$ cat config.mk
export PLATFORM = sky130hd
export DESIGN_NAME = mmd_menu_display
export DESIGN_NICKNAME = d
export VERILOG_FILES = /design/src/mmd_pkg.sv /design/src/mmd_menu_display.sv
export VERILOG_INCLUDE_DIRS = /design/src
export SDC_FILE = /design/constraint.sdc
export NUM_CORES = 1
export LEC_CHECK = 0
export ABC_CLOCK_PERIOD_IN_PS = 12400
export BUFFER_PORTS_ARGS = -buffer_cell sky130_fd_sc_hd__buf_2
export CAP_MARGIN = 10
export CORE_MARGIN = 1.5
export CORE_UTILIZATION = 45
export DETAILED_ROUTE_END_ITERATION = 8
export HOLD_SLACK_MARGIN = 0.15
export PLACE_DENSITY_LB_ADDON = 0.08
export SYNTH_ARGS = -nofsm -noshare
export SYNTH_HDL_FRONTEND = slang
export SYNTH_SLANG_ARGS = --single-unit
$ cat constraint.sdc
create_clock -name sys_clk_in -period 12.4 [get_ports sys_clk_in]
set_clock_uncertainty 0.15 [all_clocks]
set_input_delay 0 -clock sys_clk_in [delete_from_list [all_inputs] [get_ports sys_clk_in]]
set_output_delay 0 -clock sys_clk_in [all_outputs]
set_load 0.01 [all_outputs]
$ cat src/mmd_defines.svh
// constants for the magnet menu and status display controller
`ifndef MMD_DEFINES_SVH
`define MMD_DEFINES_SVH
`define MMD_CLK_KHZ 40000
`define MMD_DWELL_MS 3000
`define MMD_DEBOUNCE_MS 20
`define MMD_BLINK_MS 250
`define MMD_DWELL_CYCLES (`MMD_DWELL_MS * `MMD_CLK_KHZ)
`define MMD_DEBOUNCE_CYCLES (`MMD_DEBOUNCE_MS * `MMD_CLK_KHZ)
`define MMD_BLINK_CYCLES (`MMD_BLINK_MS * `MMD_CLK_KHZ)
`define MMD_ADDR_CTRL 4'h0
`define MMD_ADDR_STATE 4'h1
`define MMD_ADDR_ERR 4'h2
`define MMD_ADDR_PIDX 4'h3
`define MMD_ADDR_PDATA 4'h4
`define MMD_CTRL_RESET 8'h00
`define MMD_ERR_RX_MISS 0
`define MMD_ERR_RX_DEAD 1
`define MMD_ERR_MAIN_DEAD 2
`define MMD_ERR_RX_WARN 3
`define MMD_ERR_MAIN_WARN 4
`define MMD_ERR_KILL 5
`define MMD_ERR_W 6
`define MMD_FATAL_MASK 6'h07
`define MMD_SLOT_LAST 3'h6
`define MMD_DIGIT_MAX 4'h9
`define MMD_SYM_BLANK 5'h0a
`define MMD_SYM_DASH 5'h0b
`define MMD_SYM_B 5'h0c
`define MMD_SYM_C 5'h0d
`define MMD_SYM_D 5'h0e
`define MMD_SYM_E 5'h0f
`define MMD_SYM_F 5'h10
`define MMD_SYM_L 5'h11
`define MMD_SYM_O 5'h12
`define MMD_SYM_R 5'h13
`define MMD_SYM_S 5'h14
`endif

$ cat src/mmd_pkg.sv
// types for the magnet menu and status display controller
package mmd_pkg;
  typedef enum logic [2:0] {
    ST_RUN = 3'h0,
    ST_PICK = 3'h1,
    ST_ITEMS = 3'h2,
    ST_SHOW_CUR = 3'h3,
    ST_VALUE = 3'h4,
    ST_SHOW_NEW = 3'h5,
    ST_STORED = 3'h6
  } mmd_state_type;
  typedef enum logic [1:0] {
    GRP_SETUP = 2'h0,
    GRP_STATUS = 2'h1,
    GRP_DIAG = 2'h2
  } mmd_group_type;
endpackage

$ cat src/mmd_menu_display.sv
// single-magnet menu controller and two-digit status display
// Behaviour
// - magnet active adds dots to display
// - three groups: setup, status, diagnostic
// - group items shown one by one, dwell each
// - confirmed item shows its present value
// - cycle value digits; confirm picks each digit
// - show new value, then stored mark
// - show stored mark, then ignition standby
// - setup menu only at power-on
// - status/diagnostic menus only with engine stopped
// - no confirmation over all items: leave menu
// - value cycle unconfirmed: keep old value
// - running: show speed and live warnings
// - stopped: show max speed or battery
// - stopped: alternate latched warnings too
// - pending warning blinks right decimal point
// - warnings clear on restart or power cycle
// - fatal fault flashes display outside menus, inhibits start
// - dead codes for receiver and main supply
// - low-warning codes for both supplies
// - receiver missing and kill-switch codes
`include "mmd_defines.svh"
module mmd_menu_display #(
  parameter int unsigned DWELL_CYCLES = `MMD_DWELL_CYCLES,
  parameter int unsigned DEBOUNCE_CYCLES = `MMD_DEBOUNCE_CYCLES,
  parameter int unsigned BLINK_CYCLES = `MMD_BLINK_CYCLES,
  parameter int unsigned SETUP_ITEMS = 8,
  parameter int unsigned STATUS_ITEMS = 4,
  parameter int unsigned DIAG_ITEMS = 4
) (
  input wire logic sys_clk_in,
  input wire logic srst_in,
  input wire logic magnet_in,
  input wire logic engine_running_in,
  input wire logic [7:0] rpm_bcd_in,
  input wire logic [7:0] max_rpm_bcd_in,
  input wire logic [7:0] battery_bcd_in,
  input wire logic [`MMD_ERR_W-1:0] fault_in,
  input wire logic [3:0] addr_in,
  input wire logic [7:0] wdata_in,
  input wire logic wr_in,
  input wire logic rd_in,
  output logic [7:0] rdata_out,
  output logic [4:0] sym_left_out,
  output logic [4:0] sym_right_out,
  output logic dp_left_out,
  output logic dp_right_out,
  output logic flash_out,
  output logic start_inhibit_out,
  output logic ignition_standby_out,
  output logic store_out
);
  localparam int PARAMS = SETUP_ITEMS + STATUS_ITEMS + DIAG_ITEMS;
  localparam int DW_W = $clog2(DWELL_CYCLES);
  localparam int DB_W = $clog2(DEBOUNCE_CYCLES) + 1;
  localparam int BK_W = $clog2(BLINK_CYCLES);

  if (DWELL_CYCLES < 2 || DEBOUNCE_CYCLES < 2 || BLINK_CYCLES < 2) begin : g_chk_t
    $error("timing counts must be at least 2");
  end
  if (SETUP_ITEMS < 1 || STATUS_ITEMS < 1 || DIAG_ITEMS < 1 || PARAMS > 16) begin : g_chk_n
    $error("item counts must be 1 or more, 16 in total at most");
  end

  function automatic logic [3:0] items_of(input mmd_pkg::mmd_group_type g);
    unique case (g)
      mmd_pkg::GRP_SETUP: items_of = 4'(SETUP_ITEMS);
      mmd_pkg::GRP_STATUS: items_of = 4'(STATUS_ITEMS);
      default: items_of = 4'(DIAG_ITEMS);
    endcase
  endfunction

  function automatic logic [3:0] index_of(input mmd_pkg::mmd_group_type g,
                                          input logic [3:0] item);
    unique case (g)
      mmd_pkg::GRP_SETUP: index_of = item;
      mmd_pkg::GRP_STATUS: index_of = 4'(SETUP_ITEMS) + item;
      default: index_of = 4'(SETUP_ITEMS + STATUS_ITEMS) + item;
    endcase
  endfunction

  // next display slot: 0 is the quantity, 1..6 one per fault flag
  function automatic logic [2:0] next_slot(input logic [2:0] cur,
                                           input logic [`MMD_ERR_W-1:0] f);
    logic [2:0] s;
    s = cur;
    next_slot = 3'h0;
    for (int i = 0; i < `MMD_ERR_W; i++) begin
      s = (s == `MMD_SLOT_LAST) ? 3'h0 : s + 3'h1;
      if (next_slot == 3'h0 && s != 3'h0 && f[s - 3'h1]) next_slot = s;
      if (s == 3'h0) break;
    end
  endfunction

  mmd_pkg::mmd_state_type state, next_state;
  mmd_pkg::mmd_group_type group;
  logic mag_s1, mag_s2, mag_db, mag_db_d;
  logic [DB_W-1:0] db_cnt;
  logic [DB_W:0] boot_cnt;
  logic boot_done, setup_pending, confirm;
  logic [DW_W-1:0] dwell_cnt;
  logic tick;
  logic [BK_W-1:0] blink_cnt;
  logic blink_ph;
  logic [3:0] item, cand, pidx;
  logic tens_pos;
  logic [7:0] new_val;
  logic [7:0] params [PARAMS];
  logic [7:0] ctrl;
  logic eng_d;
  logic [`MMD_ERR_W-1:0] latched, flags;
  logic [2:0] slot;
  logic [4:0] next_l, next_r;

  // two flops before the pin reaches any logic
  always_ff @(posedge sys_clk_in) begin
    mag_s1 <= magnet_in;
    mag_s2 <= mag_s1;
  end

  // level must stay changed for the full debounce time
  always_ff @(posedge sys_clk_in) begin
    if (srst_in) begin
      db_cnt <= '0;
      mag_db <= 1'b0;
      mag_db_d <= 1'b0;
    end else begin
      mag_db_d <= mag_db;
      if (mag_s2 == mag_db) begin
        db_cnt <= '0;
      end else if (db_cnt == DB_W'(DEBOUNCE_CYCLES - 1)) begin
        db_cnt <= '0;
        mag_db <= mag_s2;
      end else begin
        db_cnt <= db_cnt + 1'b1;
      end
    end
  end
  assign confirm = mag_db_d && !mag_db;

  // magnet seen after twice the debounce time from power-on opens setup
  always_ff @(posedge sys_clk_in) begin
    if (srst_in) begin
      boot_cnt <= '0;
      boot_done <= 1'b0;
      setup_pending <= 1'b0;
    end else begin
      if (!boot_done) begin
        boot_cnt <= boot_cnt + 1'b1;
        if (boot_cnt == (DB_W+1)'(2 * DEBOUNCE_CYCLES)) begin
          boot_done <= 1'b1;
          setup_pending <= mag_db;
        end
      end
      if (state == mmd_pkg::ST_RUN && confirm) setup_pending <= 1'b0;
    end
  end

  always_ff @(posedge sys_clk_in) begin
    if (srst_in || next_state != state || tick) dwell_cnt <= '0;
    else if (state == mmd_pkg::ST_VALUE && confirm) dwell_cnt <= '0;
    else dwell_cnt <= dwell_cnt + 1'b1;
  end
  assign tick = dwell_cnt == DW_W'(DWELL_CYCLES - 1);

  always_ff @(posedge sys_clk_in) begin
    if (srst_in) begin
      blink_cnt <= '0;
      blink_ph <= 1'b0;
    end else if (blink_cnt == BK_W'(BLINK_CYCLES - 1)) begin
      blink_cnt <= '0;
      blink_ph <= !blink_ph;
    end else begin
      blink_cnt <= blink_cnt + 1'b1;
    end
  end

  always_comb begin
    next_state = state;
    unique case (state)
      mmd_pkg::ST_RUN:
        if (confirm && setup_pending) next_state = mmd_pkg::ST_ITEMS;
        else if (confirm && !engine_running_in) next_state = mmd_pkg::ST_PICK;
      mmd_pkg::ST_PICK:
        if (confirm) next_state = mmd_pkg::ST_ITEMS;
        else if (tick && group == mmd_pkg::GRP_DIAG) next_state = mmd_pkg::ST_RUN;
      mmd_pkg::ST_ITEMS:
        if (confirm) next_state = mmd_pkg::ST_SHOW_CUR;
        else if (tick && item == items_of(group) - 4'h1) next_state = mmd_pkg::ST_RUN;
      mmd_pkg::ST_SHOW_CUR:
        if (tick) next_state = mmd_pkg::ST_VALUE;
      mmd_pkg::ST_VALUE:
        if (confirm && !tens_pos) next_state = mmd_pkg::ST_SHOW_NEW;
        else if (!confirm && tick && cand == `MMD_DIGIT_MAX)
          next_state = mmd_pkg::ST_RUN;
      mmd_pkg::ST_SHOW_NEW:
        if (tick) next_state = mmd_pkg::ST_STORED;
      mmd_pkg::ST_STORED:
        if (tick) next_state = mmd_pkg::ST_RUN;
      default: next_state = mmd_pkg::ST_RUN;
    endcase
  end

  always_ff @(posedge sys_clk_in) begin
    if (srst_in) state <= mmd_pkg::ST_RUN;
    else state <= next_state;
  end

  // group, item and digit bookkeeping
  always_ff @(posedge sys_clk_in) begin
    if (srst_in) begin
      group <= mmd_pkg::GRP_STATUS;
      item <= 4'h0;
      cand <= 4'h0;
      tens_pos <= 1'b1;
      new_val <= 8'h00;
    end else begin
      unique case (state)
        mmd_pkg::ST_RUN: begin
          group <= setup_pending ? mmd_pkg::GRP_SETUP : mmd_pkg::GRP_STATUS;
          item <= 4'h0;
        end
        mmd_pkg::ST_PICK:
          if (tick && !confirm) group <= mmd_pkg::GRP_DIAG;
        mmd_pkg::ST_ITEMS:
          if (tick && !confirm) item <= item + 4'h1;
        mmd_pkg::ST_SHOW_CUR: begin
          cand <= 4'h0;
          tens_pos <= 1'b1;
          new_val <= params[index_of(group, item)];
        end
        mmd_pkg::ST_VALUE:
          if (confirm) begin
            if (tens_pos) new_val[7:4] <= cand;
            else new_val[3:0] <= cand;
            tens_pos <= 1'b0;
            cand <= 4'h0;
          end else if (tick) begin
            cand <= cand + 4'h1;
          end
        default: begin
        end
      endcase
    end
  end

  // a value is written only when the stored mark is reached
  always_ff @(posedge sys_clk_in) begin
    if (srst_in) begin
      for (int i = 0; i < PARAMS; i++) params[i] <= 8'h00;
      store_out <= 1'b0;
    end else begin
      store_out <= 1'b0;
      if (state == mmd_pkg::ST_SHOW_NEW && tick) begin
        params[index_of(group, item)] <= new_val;
        store_out <= 1'b1;
      end
    end
  end

  // set wins over the clear on a restart in the same cycle
  always_ff @(posedge sys_clk_in) begin
    if (srst_in) begin
      eng_d <= 1'b0;
      latched <= '0;
    end else begin
      eng_d <= engine_running_in;
      if (engine_running_in && !eng_d) latched <= fault_in;
      else latched <= latched | fault_in;
    end
  end
  assign flags = engine_running_in ? fault_in : latched;

  always_ff @(posedge sys_clk_in) begin
    if (srst_in || state != mmd_pkg::ST_RUN) slot <= 3'h0;
    else if (tick) slot <= next_slot(slot, flags);
  end

  always_comb begin
    next_l = `MMD_SYM_BLANK;
    next_r = `MMD_SYM_BLANK;
    unique case (state)
      mmd_pkg::ST_RUN:
        unique case (slot)
          3'h1: begin next_l = `MMD_SYM_R; next_r = `MMD_SYM_E; end
          3'h2: begin next_l = `MMD_SYM_R; next_r = `MMD_SYM_D; end
          3'h3: begin next_l = `MMD_SYM_B; next_r = `MMD_SYM_D; end
          3'h4: begin next_l = `MMD_SYM_R; next_r = `MMD_SYM_L; end
          3'h5: begin next_l = `MMD_SYM_B; next_r = `MMD_SYM_L; end
          3'h6: begin next_l = `MMD_SYM_O; next_r = `MMD_SYM_F; end
          default:
            if (engine_running_in) begin
              next_l = {1'b0, rpm_bcd_in[7:4]};
              next_r = {1'b0, rpm_bcd_in[3:0]};
            end else if (ctrl[0]) begin
              next_l = {1'b0, battery_bcd_in[7:4]};
              next_r = {1'b0, battery_bcd_in[3:0]};
            end else begin
              next_l = {1'b0, max_rpm_bcd_in[7:4]};
              next_r = {1'b0, max_rpm_bcd_in[3:0]};
            end
        endcase
      mmd_pkg::ST_PICK, mmd_pkg::ST_ITEMS: begin
        unique case (group)
          mmd_pkg::GRP_SETUP: next_l = `MMD_SYM_C;
          mmd_pkg::GRP_STATUS: next_l = `MMD_SYM_S;
          default: next_l = `MMD_SYM_D;
        endcase
        next_r = (state == mmd_pkg::ST_PICK) ? `MMD_SYM_DASH : {1'b0, item};
      end
      mmd_pkg::ST_SHOW_CUR, mmd_pkg::ST_SHOW_NEW: begin
        next_l = {1'b0, (state == mmd_pkg::ST_SHOW_CUR) ?
                  params[index_of(group, item)][7:4] : new_val[7:4]};
        next_r = {1'b0, (state == mmd_pkg::ST_SHOW_CUR) ?
                  params[index_of(group, item)][3:0] : new_val[3:0]};
      end
      mmd_pkg::ST_VALUE: begin
        next_l = {1'b0, tens_pos ? cand : new_val[7:4]};
        next_r = tens_pos ? `MMD_SYM_DASH : {1'b0, cand};
      end
      default: begin
        next_l = `MMD_SYM_DASH;
        next_r = `MMD_SYM_DASH;
      end
    endcase
  end

  // display flops; the dots track the debounced magnet, not the raw pin
  always_ff @(posedge sys_clk_in) begin
    if (srst_in) begin
      sym_left_out <= `MMD_SYM_BLANK;
      sym_right_out <= `MMD_SYM_BLANK;
      dp_left_out <= 1'b0;
      dp_right_out <= 1'b0;
      flash_out <= 1'b0;
      start_inhibit_out <= 1'b0;
      ignition_standby_out <= 1'b0;
    end else begin
      sym_left_out <= next_l;
      sym_right_out <= next_r;
      dp_left_out <= mag_db;
      dp_right_out <= mag_db || ((|flags) && blink_ph);
      flash_out <= (|(fault_in & `MMD_FATAL_MASK)) && state == mmd_pkg::ST_RUN;
      start_inhibit_out <= |(fault_in & `MMD_FATAL_MASK);
      ignition_standby_out <= next_state == mmd_pkg::ST_RUN &&
                              !(|(fault_in & `MMD_FATAL_MASK));
    end
  end

  // register port: read data stands the cycle after the strobe
  always_ff @(posedge sys_clk_in) begin
    if (srst_in) begin
      ctrl <= `MMD_CTRL_RESET;
      pidx <= 4'h0;
      rdata_out <= 8'h00;
    end else begin
      if (wr_in && addr_in == `MMD_ADDR_CTRL) ctrl <= wdata_in;
      if (wr_in && addr_in == `MMD_ADDR_PIDX) pidx <= wdata_in[3:0];
      rdata_out <= 8'h00;
      if (rd_in) begin
        unique case (addr_in)
          `MMD_ADDR_CTRL: rdata_out <= ctrl;
          `MMD_ADDR_STATE: rdata_out <= {2'h0, setup_pending, group, state};
          `MMD_ADDR_ERR: rdata_out <= {2'h0, latched};
          `MMD_ADDR_PIDX: rdata_out <= {4'h0, pidx};
          `MMD_ADDR_PDATA: rdata_out <= (32'(pidx) < PARAMS) ? params[pidx] : 8'h00;
          default: rdata_out <= 8'h00;
        endcase
      end
    end
  end
endmodule

# Word-level counts from Yosys, hierarchy flattened
# Memory sizes are Yosys's and may differ from the RTL's. A register that Yosys moved wholly into a read port is not among the register bits.
# Index checks and enable logic that the tools add are counted.
op_classes:
  add_sub_neg: 21
  eq_ne: 36
  mux: 134
  reduce_logical: 84
  bitwise: 4
  magnitude_cmp: 6
op_table:
  columns: ["operator", "count"]
  rows:
  - ["$mux W3", 48]
  - ["$mux W4", 21]
  - ["$pmux W5 S4", 3]
  - ["$mux W1", 41]
  - ["$pmux W8 S5", 1]
  - ["$logic_not A3 Y1", 12]
  - ["$eq A3 B3 Y1 const B", 11]
  - ["$logic_and A1 B1 Y1", 28]
  - ["$add A27 B1 Y27 const B", 1]
  - ["$eq A27 B27 Y1 const B", 1]
  - ["$add A24 B1 Y24 const B", 1]
  - ["$eq A24 B24 Y1 const B", 1]
  - ["$lt A3 B4 Y1 const B", 6]
  - ["$pmux W4 S2", 3]
  - ["$add A22 B1 Y22 const B", 1]
  - ["$eq A22 B21 Y1 const B", 1]
  - ["$add A21 B1 Y21 const B", 1]
  - ["$eq A21 B20 Y1 const B", 1]
  - ["$pmux W3 S7", 1]
  - ["$reduce_bool A3 Y1", 7]
  - ["$add A3 B1 Y3 const B", 6]
  - ["$bmux W1 S3", 6]
  - ["$reduce_or A2 Y1", 9]
  - ["$sub A3 B1 Y3 const B", 6]
  - ["36 further kinds", 68]
word_totals:
  mem_count: 1
  in_bits: 48
  regBits: 168
  ram_bits: 128
  word_cells: 317
  output_inout_bits: 24
memory_table:
  columns: ["name", "words", "word_bits", "read_ports", "rd_ports_with_merged_regs", "write_ports", "line", "text"]
  rows:
  - ["params", 16, 8, 2, 1, 16, "mmd_menu_display.sv:109", "logic [7:0] params [PARAMS];"]

# Longest topological paths before layout
logic_depth:
  depth_word: 52
  ltp_mapped: 21
  depth_no_buf: 17

# Worst setup path before layout
# No wires, ideal clock.
synth_timing:
  kind: "reg2reg"
  from: "register slot[0]"
  to: "register slot[0]"
  t_arrival_ns: 4.154
  path_buffers: 5
  required_time_ns: 12.164
  setup_time_ns: 0.086
  period_less_slack_ns: 4.390
  slack_ns: 8.010
  path_stages_with_launch: 19
  path_cell_list: "dfxtp_1 buf_2 buf_1 nand2b_1 o21ai_1 ha_1 clkbuf_1 nor2_1 or4_1 buf_2 and4_1 or2_1 buf_4 ha_1 ha_1 o311a_1 o221a_2 a211o_1 a221oi_2"
synth_via:
  elab_chain_len: 52
  elab_cells_between_ends: 119
  cone_classes: "add/sub (12); eq/ne (6); mux (74); reduce/logical (27)"
synth_lines:
  columns: ["element", "line", "text"]
  rows:
  - ["start, declared", "mmd_menu_display.sv:113", "logic [2:0] slot;"]
  - ["start signal, assigned", "mmd_menu_display.sv:277", "else if (tick) slot <= next_slot(slot, flags);"]
  - ["$add A3 B1 Y3 or $eq A3 B3 Y1 (tied branches)", null, null]
  - ["$mux W3 (*)", "mmd_menu_display.sv:90", "s = (s == `MMD_SLOT_LAST) ? 3'h0 : s + 3'h1;"]
  - ["$sub A3 B1 Y3", "mmd_menu_display.sv:91", "if (next_slot == 3'h0 && s != 3'h0 && f[s - 3'h1]) next_slot = s;"]
  - ["$bmux W1 S3", "mmd_menu_display.sv:91", null]
  - ["$mux W1 (not written as such)", "mmd_menu_display.sv:91", null]
  - ["$logic_and A1 B1 Y1", "mmd_menu_display.sv:91", null]
  - ["$mux W3", "mmd_menu_display.sv:91", null]
  - ["$mux W3", "mmd_menu_display.sv:277", null]
  - ["[... 29 more ...]", null, null]
  - ["$mux W3 (4 in a row)", "mmd_menu_display.sv:89", "for (int i = 0; i < `MMD_ERR_W; i++) begin"]
  - ["$mux W3", "mmd_menu_display.sv:277", null]
  - ["$mux W3", "mmd_menu_display.sv:276", "if (srst_in || state != mmd_pkg::ST_RUN) slot <= 3'h0;"]
  - ["$logic_not A3 Y1", "mmd_menu_display.sv:91", null]
  - ["$logic_and A1 B1 Y1 (2 in a row)", "mmd_menu_display.sv:91", null]
  - ["$mux W3", "mmd_menu_display.sv:91", null]
  - ["$mux W3 (4 in a row)", "mmd_menu_display.sv:89", null]
  - ["$mux W3 (*)", "mmd_menu_display.sv:89", null]
# Every way passes the cells marked *; elsewhere a longest branch is shown, timed or not. The select of a mux whose other input is x is not followed.
# A chain may end at the register's enable or synchronous reset.

# Worst setup path in the final report
layout_timing:
  from: "register slot[0]"
  to: "register slot[2]"
# Same word-level chain as after synthesis.

==> flow_metrics.tcl <==
set metrics [dict create \
    layout.nets 1745 \
    fin_util 0.5323 \
    critPathLaunch "slot[0]" \
    power_density_nw_per_um2 120.3 \
    drtAntennaViolNets 0 \
    cp.arrival_ns 5.70 \
    clk_pin_slew_worst_paths_ns 0.06 \
    gp_congestion 0.8811 \
    grt_pass1_wl_um 71210 \
    ctsRootBufferMaster "clkbuf_16" \
    num_rows 69 \
    slew_headroom 0.2601 \
    hp-class "primary input to flip-flop" \
    cp-end-kind "flip-flop" \
    ir_drop_v 0.0001131 \
    synthCells 1566 \
    leakagePower_uw 0.007250 \
    path_max_fanout 28 \
    port_buffers 71 \
    hold_viol_final 0 \
    clkLatencyLatePin_ns 0.54 \
    cp-start-kind "flip-flop" \
    hpwl_um 30000 \
    synth_warnings 0 \
    clock_path_buffers 3 \
    viasPerCell 5.891 \
    timing_worst_setup_path_type "flip-flop to flip-flop" \
    outcome "finished, final reports clean" \
    h-tree-depth 2 \
    finalSetupTns_ns 0 \
    power_uw 2273 \
    track_usage 0.2510 \
    synth_edf_count 128 \
    worst_slew_pin_slew_ns 1.110 \
    synth_top_area_cell "edfxtp_1" \
    area_growth_syn_to_layout_pct 16.73 \
    start_util 0.4560 \
    drc 0 \
    dr.pass1.iters 5 \
    slew_viol_final 0 \
    pin_count 72 \
    avgSynthCellArea_um2 10.33 \
    grt_pass1_vias 12420 \
    gr-usage-met1 0.3489 \
    timing.final.crit_share 0.4339 \
    vias 12740 \
    r2r_slack_ns 7.02 \
    clock-sinks 300 \
    yosysSeqAreaShare 0.4504 \
    synthTopCellsByCount "193 x nor2_1, 172 x dfxtp_1, 149 x and3_1" \
    async_flop_share 0 \
    core_um2 35480 \
    met2_usage 0.4023 \
    rsz0062_at_grt "no" \
    routed_wl_um 46350 \
    antenna_found_initial 3 \
    grtUsageMet3 0.04055 \
    cts_tree "yes" \
    cts_inserted_buffers 36 \
    grt_max_degree 57 \
    setup_viol_count_final 0 \
    crit_required_ns 12.72 \
    yosysMostFrequentCell "nor2_1" \
    synth.top_cell.area_share 0.2376 \
    cts_resized 0 \
    cts_setup_buffers 0 \
    dieArea_um2 37100 \
    yosys_register_bits 300 \
    ys_top_cells_by_area "edfxtp_1 24%, dfxtp_1 21%, mux4_2 12%, and3_1 5.8%, nor2_1 4.5%" \
    die_w_um 192.6 \
    die_y_um 192.6 \
    period_needed_ns 5.380 \
    netlist_area_um2 16180 \
    holdCritStartpoint "rpm_bcd_in[6]" \
    grt.busiest_layer "met2" \
    first_iter_violations 997 \
    overflow 0 \
    drive_above_1_share 0.1593 \
    max_freq_mhz 185.9 \
    cap_violations 0 \
    synth-main-ff-cell "dfxtp_1" \
    syn_nets 1638 \
    r2r-start "slot[0]" \
    wire_per_inst_um 21.43 \
    synthDistinctLibCells 82 \
]
## cell usage in the layout, fill, tap and decap left out, types with 15 or more instances in the layout
master         netlist  final
nor2_1             193    193
dfxtp_1            172    170
and3_1             149    149
edfxtp_1           128    128
nand2_1            110    110
mux4_2              86     86
dlygate4sd3_1        0     83
buf_2                5     70
a21oi_1             61     61
xor2_1              58     58
nand3_1             56     56
o21ai_0             49     49
clkbuf_16            0     38
xnor2_1             34     34
mux2i_1             32     32
inv_1               31     31
buf_4                2     24
nor3_1              21     21
ha_1                24     21
nor2b_1             19     19
nand4_1             18     18
a21o_1              17     17
nor4_1              15     15
## layer usage
metal / up-vias / wire length (µm) / share of wire
met5: - / 26 / 0.00056
met1: 6266 / 21120 / 0.46
li1: 6007 / - / -
met3: 81 / 2769 / 0.060
met4: 4 / 1148 / 0.025
met2: 384 / 21290 / 0.46
## sequential cells by signal, indices dropped and copies added, names as in the netlist, 6 cells and up, named ones only
| signal | cells |
|---|---|
| blink_cnt | 24 |
| boot_cnt | 22 |
| ctrl | 8 |
| db_cnt | 21 |
| dwell_cnt | 27 |
| latched | 6 |
| new_val | 8 |
| params | 128 |
| rdata_out | 8 |
## report_power, final
group,switching [µW],internal [µW],total (µW)
Combinational,78.7,67.4,146
Clock,423,629,1050
Sequential,16.0,1060,1070
Total,518,1750,2270
## area by class of cell
class | count | area [µm²]
clock buffer | 49 | 1036
tap | 461 | 576.8
inverter | 34 | 130.1
clock inverter | 17 | 146.4
multi-input combinational | 1124 | 8344
fill | 3133 | 16600
timing repair buffer | 177 | 1361
sequential | 300 | 7289
antenna | 1 | 2.502
## what timing repair did
action                                  4_1_cts  5_1_grt
endpoints found under the hold margin        85        0
hold buffers                                 83        0
endpoints found under the setup margin        0        0
## per-stage QoR
step / instances / hold WS (ns) / area (µm²) / setup slack [ns]
global route: 2163 / 0.1953 / 18890 / 6.587
floorplan: 1566 / -0.1223 / 16180 / 8.010
CTS: 2162 / 0.1512 / 18880 / 7.126
finish: 2163 / 0.1533 / 18890 / 7.020
detailed placement: 2013 / -0.04321 / 16870 / 7.141
global placement: 2013 / -0.04242 / 16870 / 7.281
## logic make-up (layout without fill, tap and decap cells)
| group | Yosys count | after routing | synth area share |
|---|---|---|---|
| AOI/OAI and AO/OA | 227 | 227 | 0.09395 |
| DFF | 300 | 300 | 0.4504 |
| and+or+nand+nor | 650 | 650 | 0.2042 |
| buffers and inverters | 142 | 277 | 0.03441 |
| adders and majority gates | 24 | 24 | 0.01856 |
| xor gates and xnor gates | 92 | 92 | 0.04980 |
| muxes | 131 | 131 | 0.1487 |
| other | 0 | 1 | 0 |
## worst paths after layout
kind,end,cells past startpoint
worst max-delay path,slot[2],14
worst min-delay path,sym_left_out[2],6
worst max register to register,slot[2],14
worst min register to register,mag_s2,0
## worst max-delay path, cell delays in order (launching register included)
cell and delay, ns:
dfxtp_1 0.87, nand2b_1 0.30, o21ai_1 0.33, ha_1 0.42, nor2_1 0.13, or4_1 0.54, a311oi_1 0.61, or2_1 0.37
ha_1 0.21, ha_1 0.27, o311a_1 0.40, o221a_2 0.16, a21o_1 0.18, nor4_1 0.19, o31a_1 0.19
No activity file was read; power rests on OpenSTA's default activity.
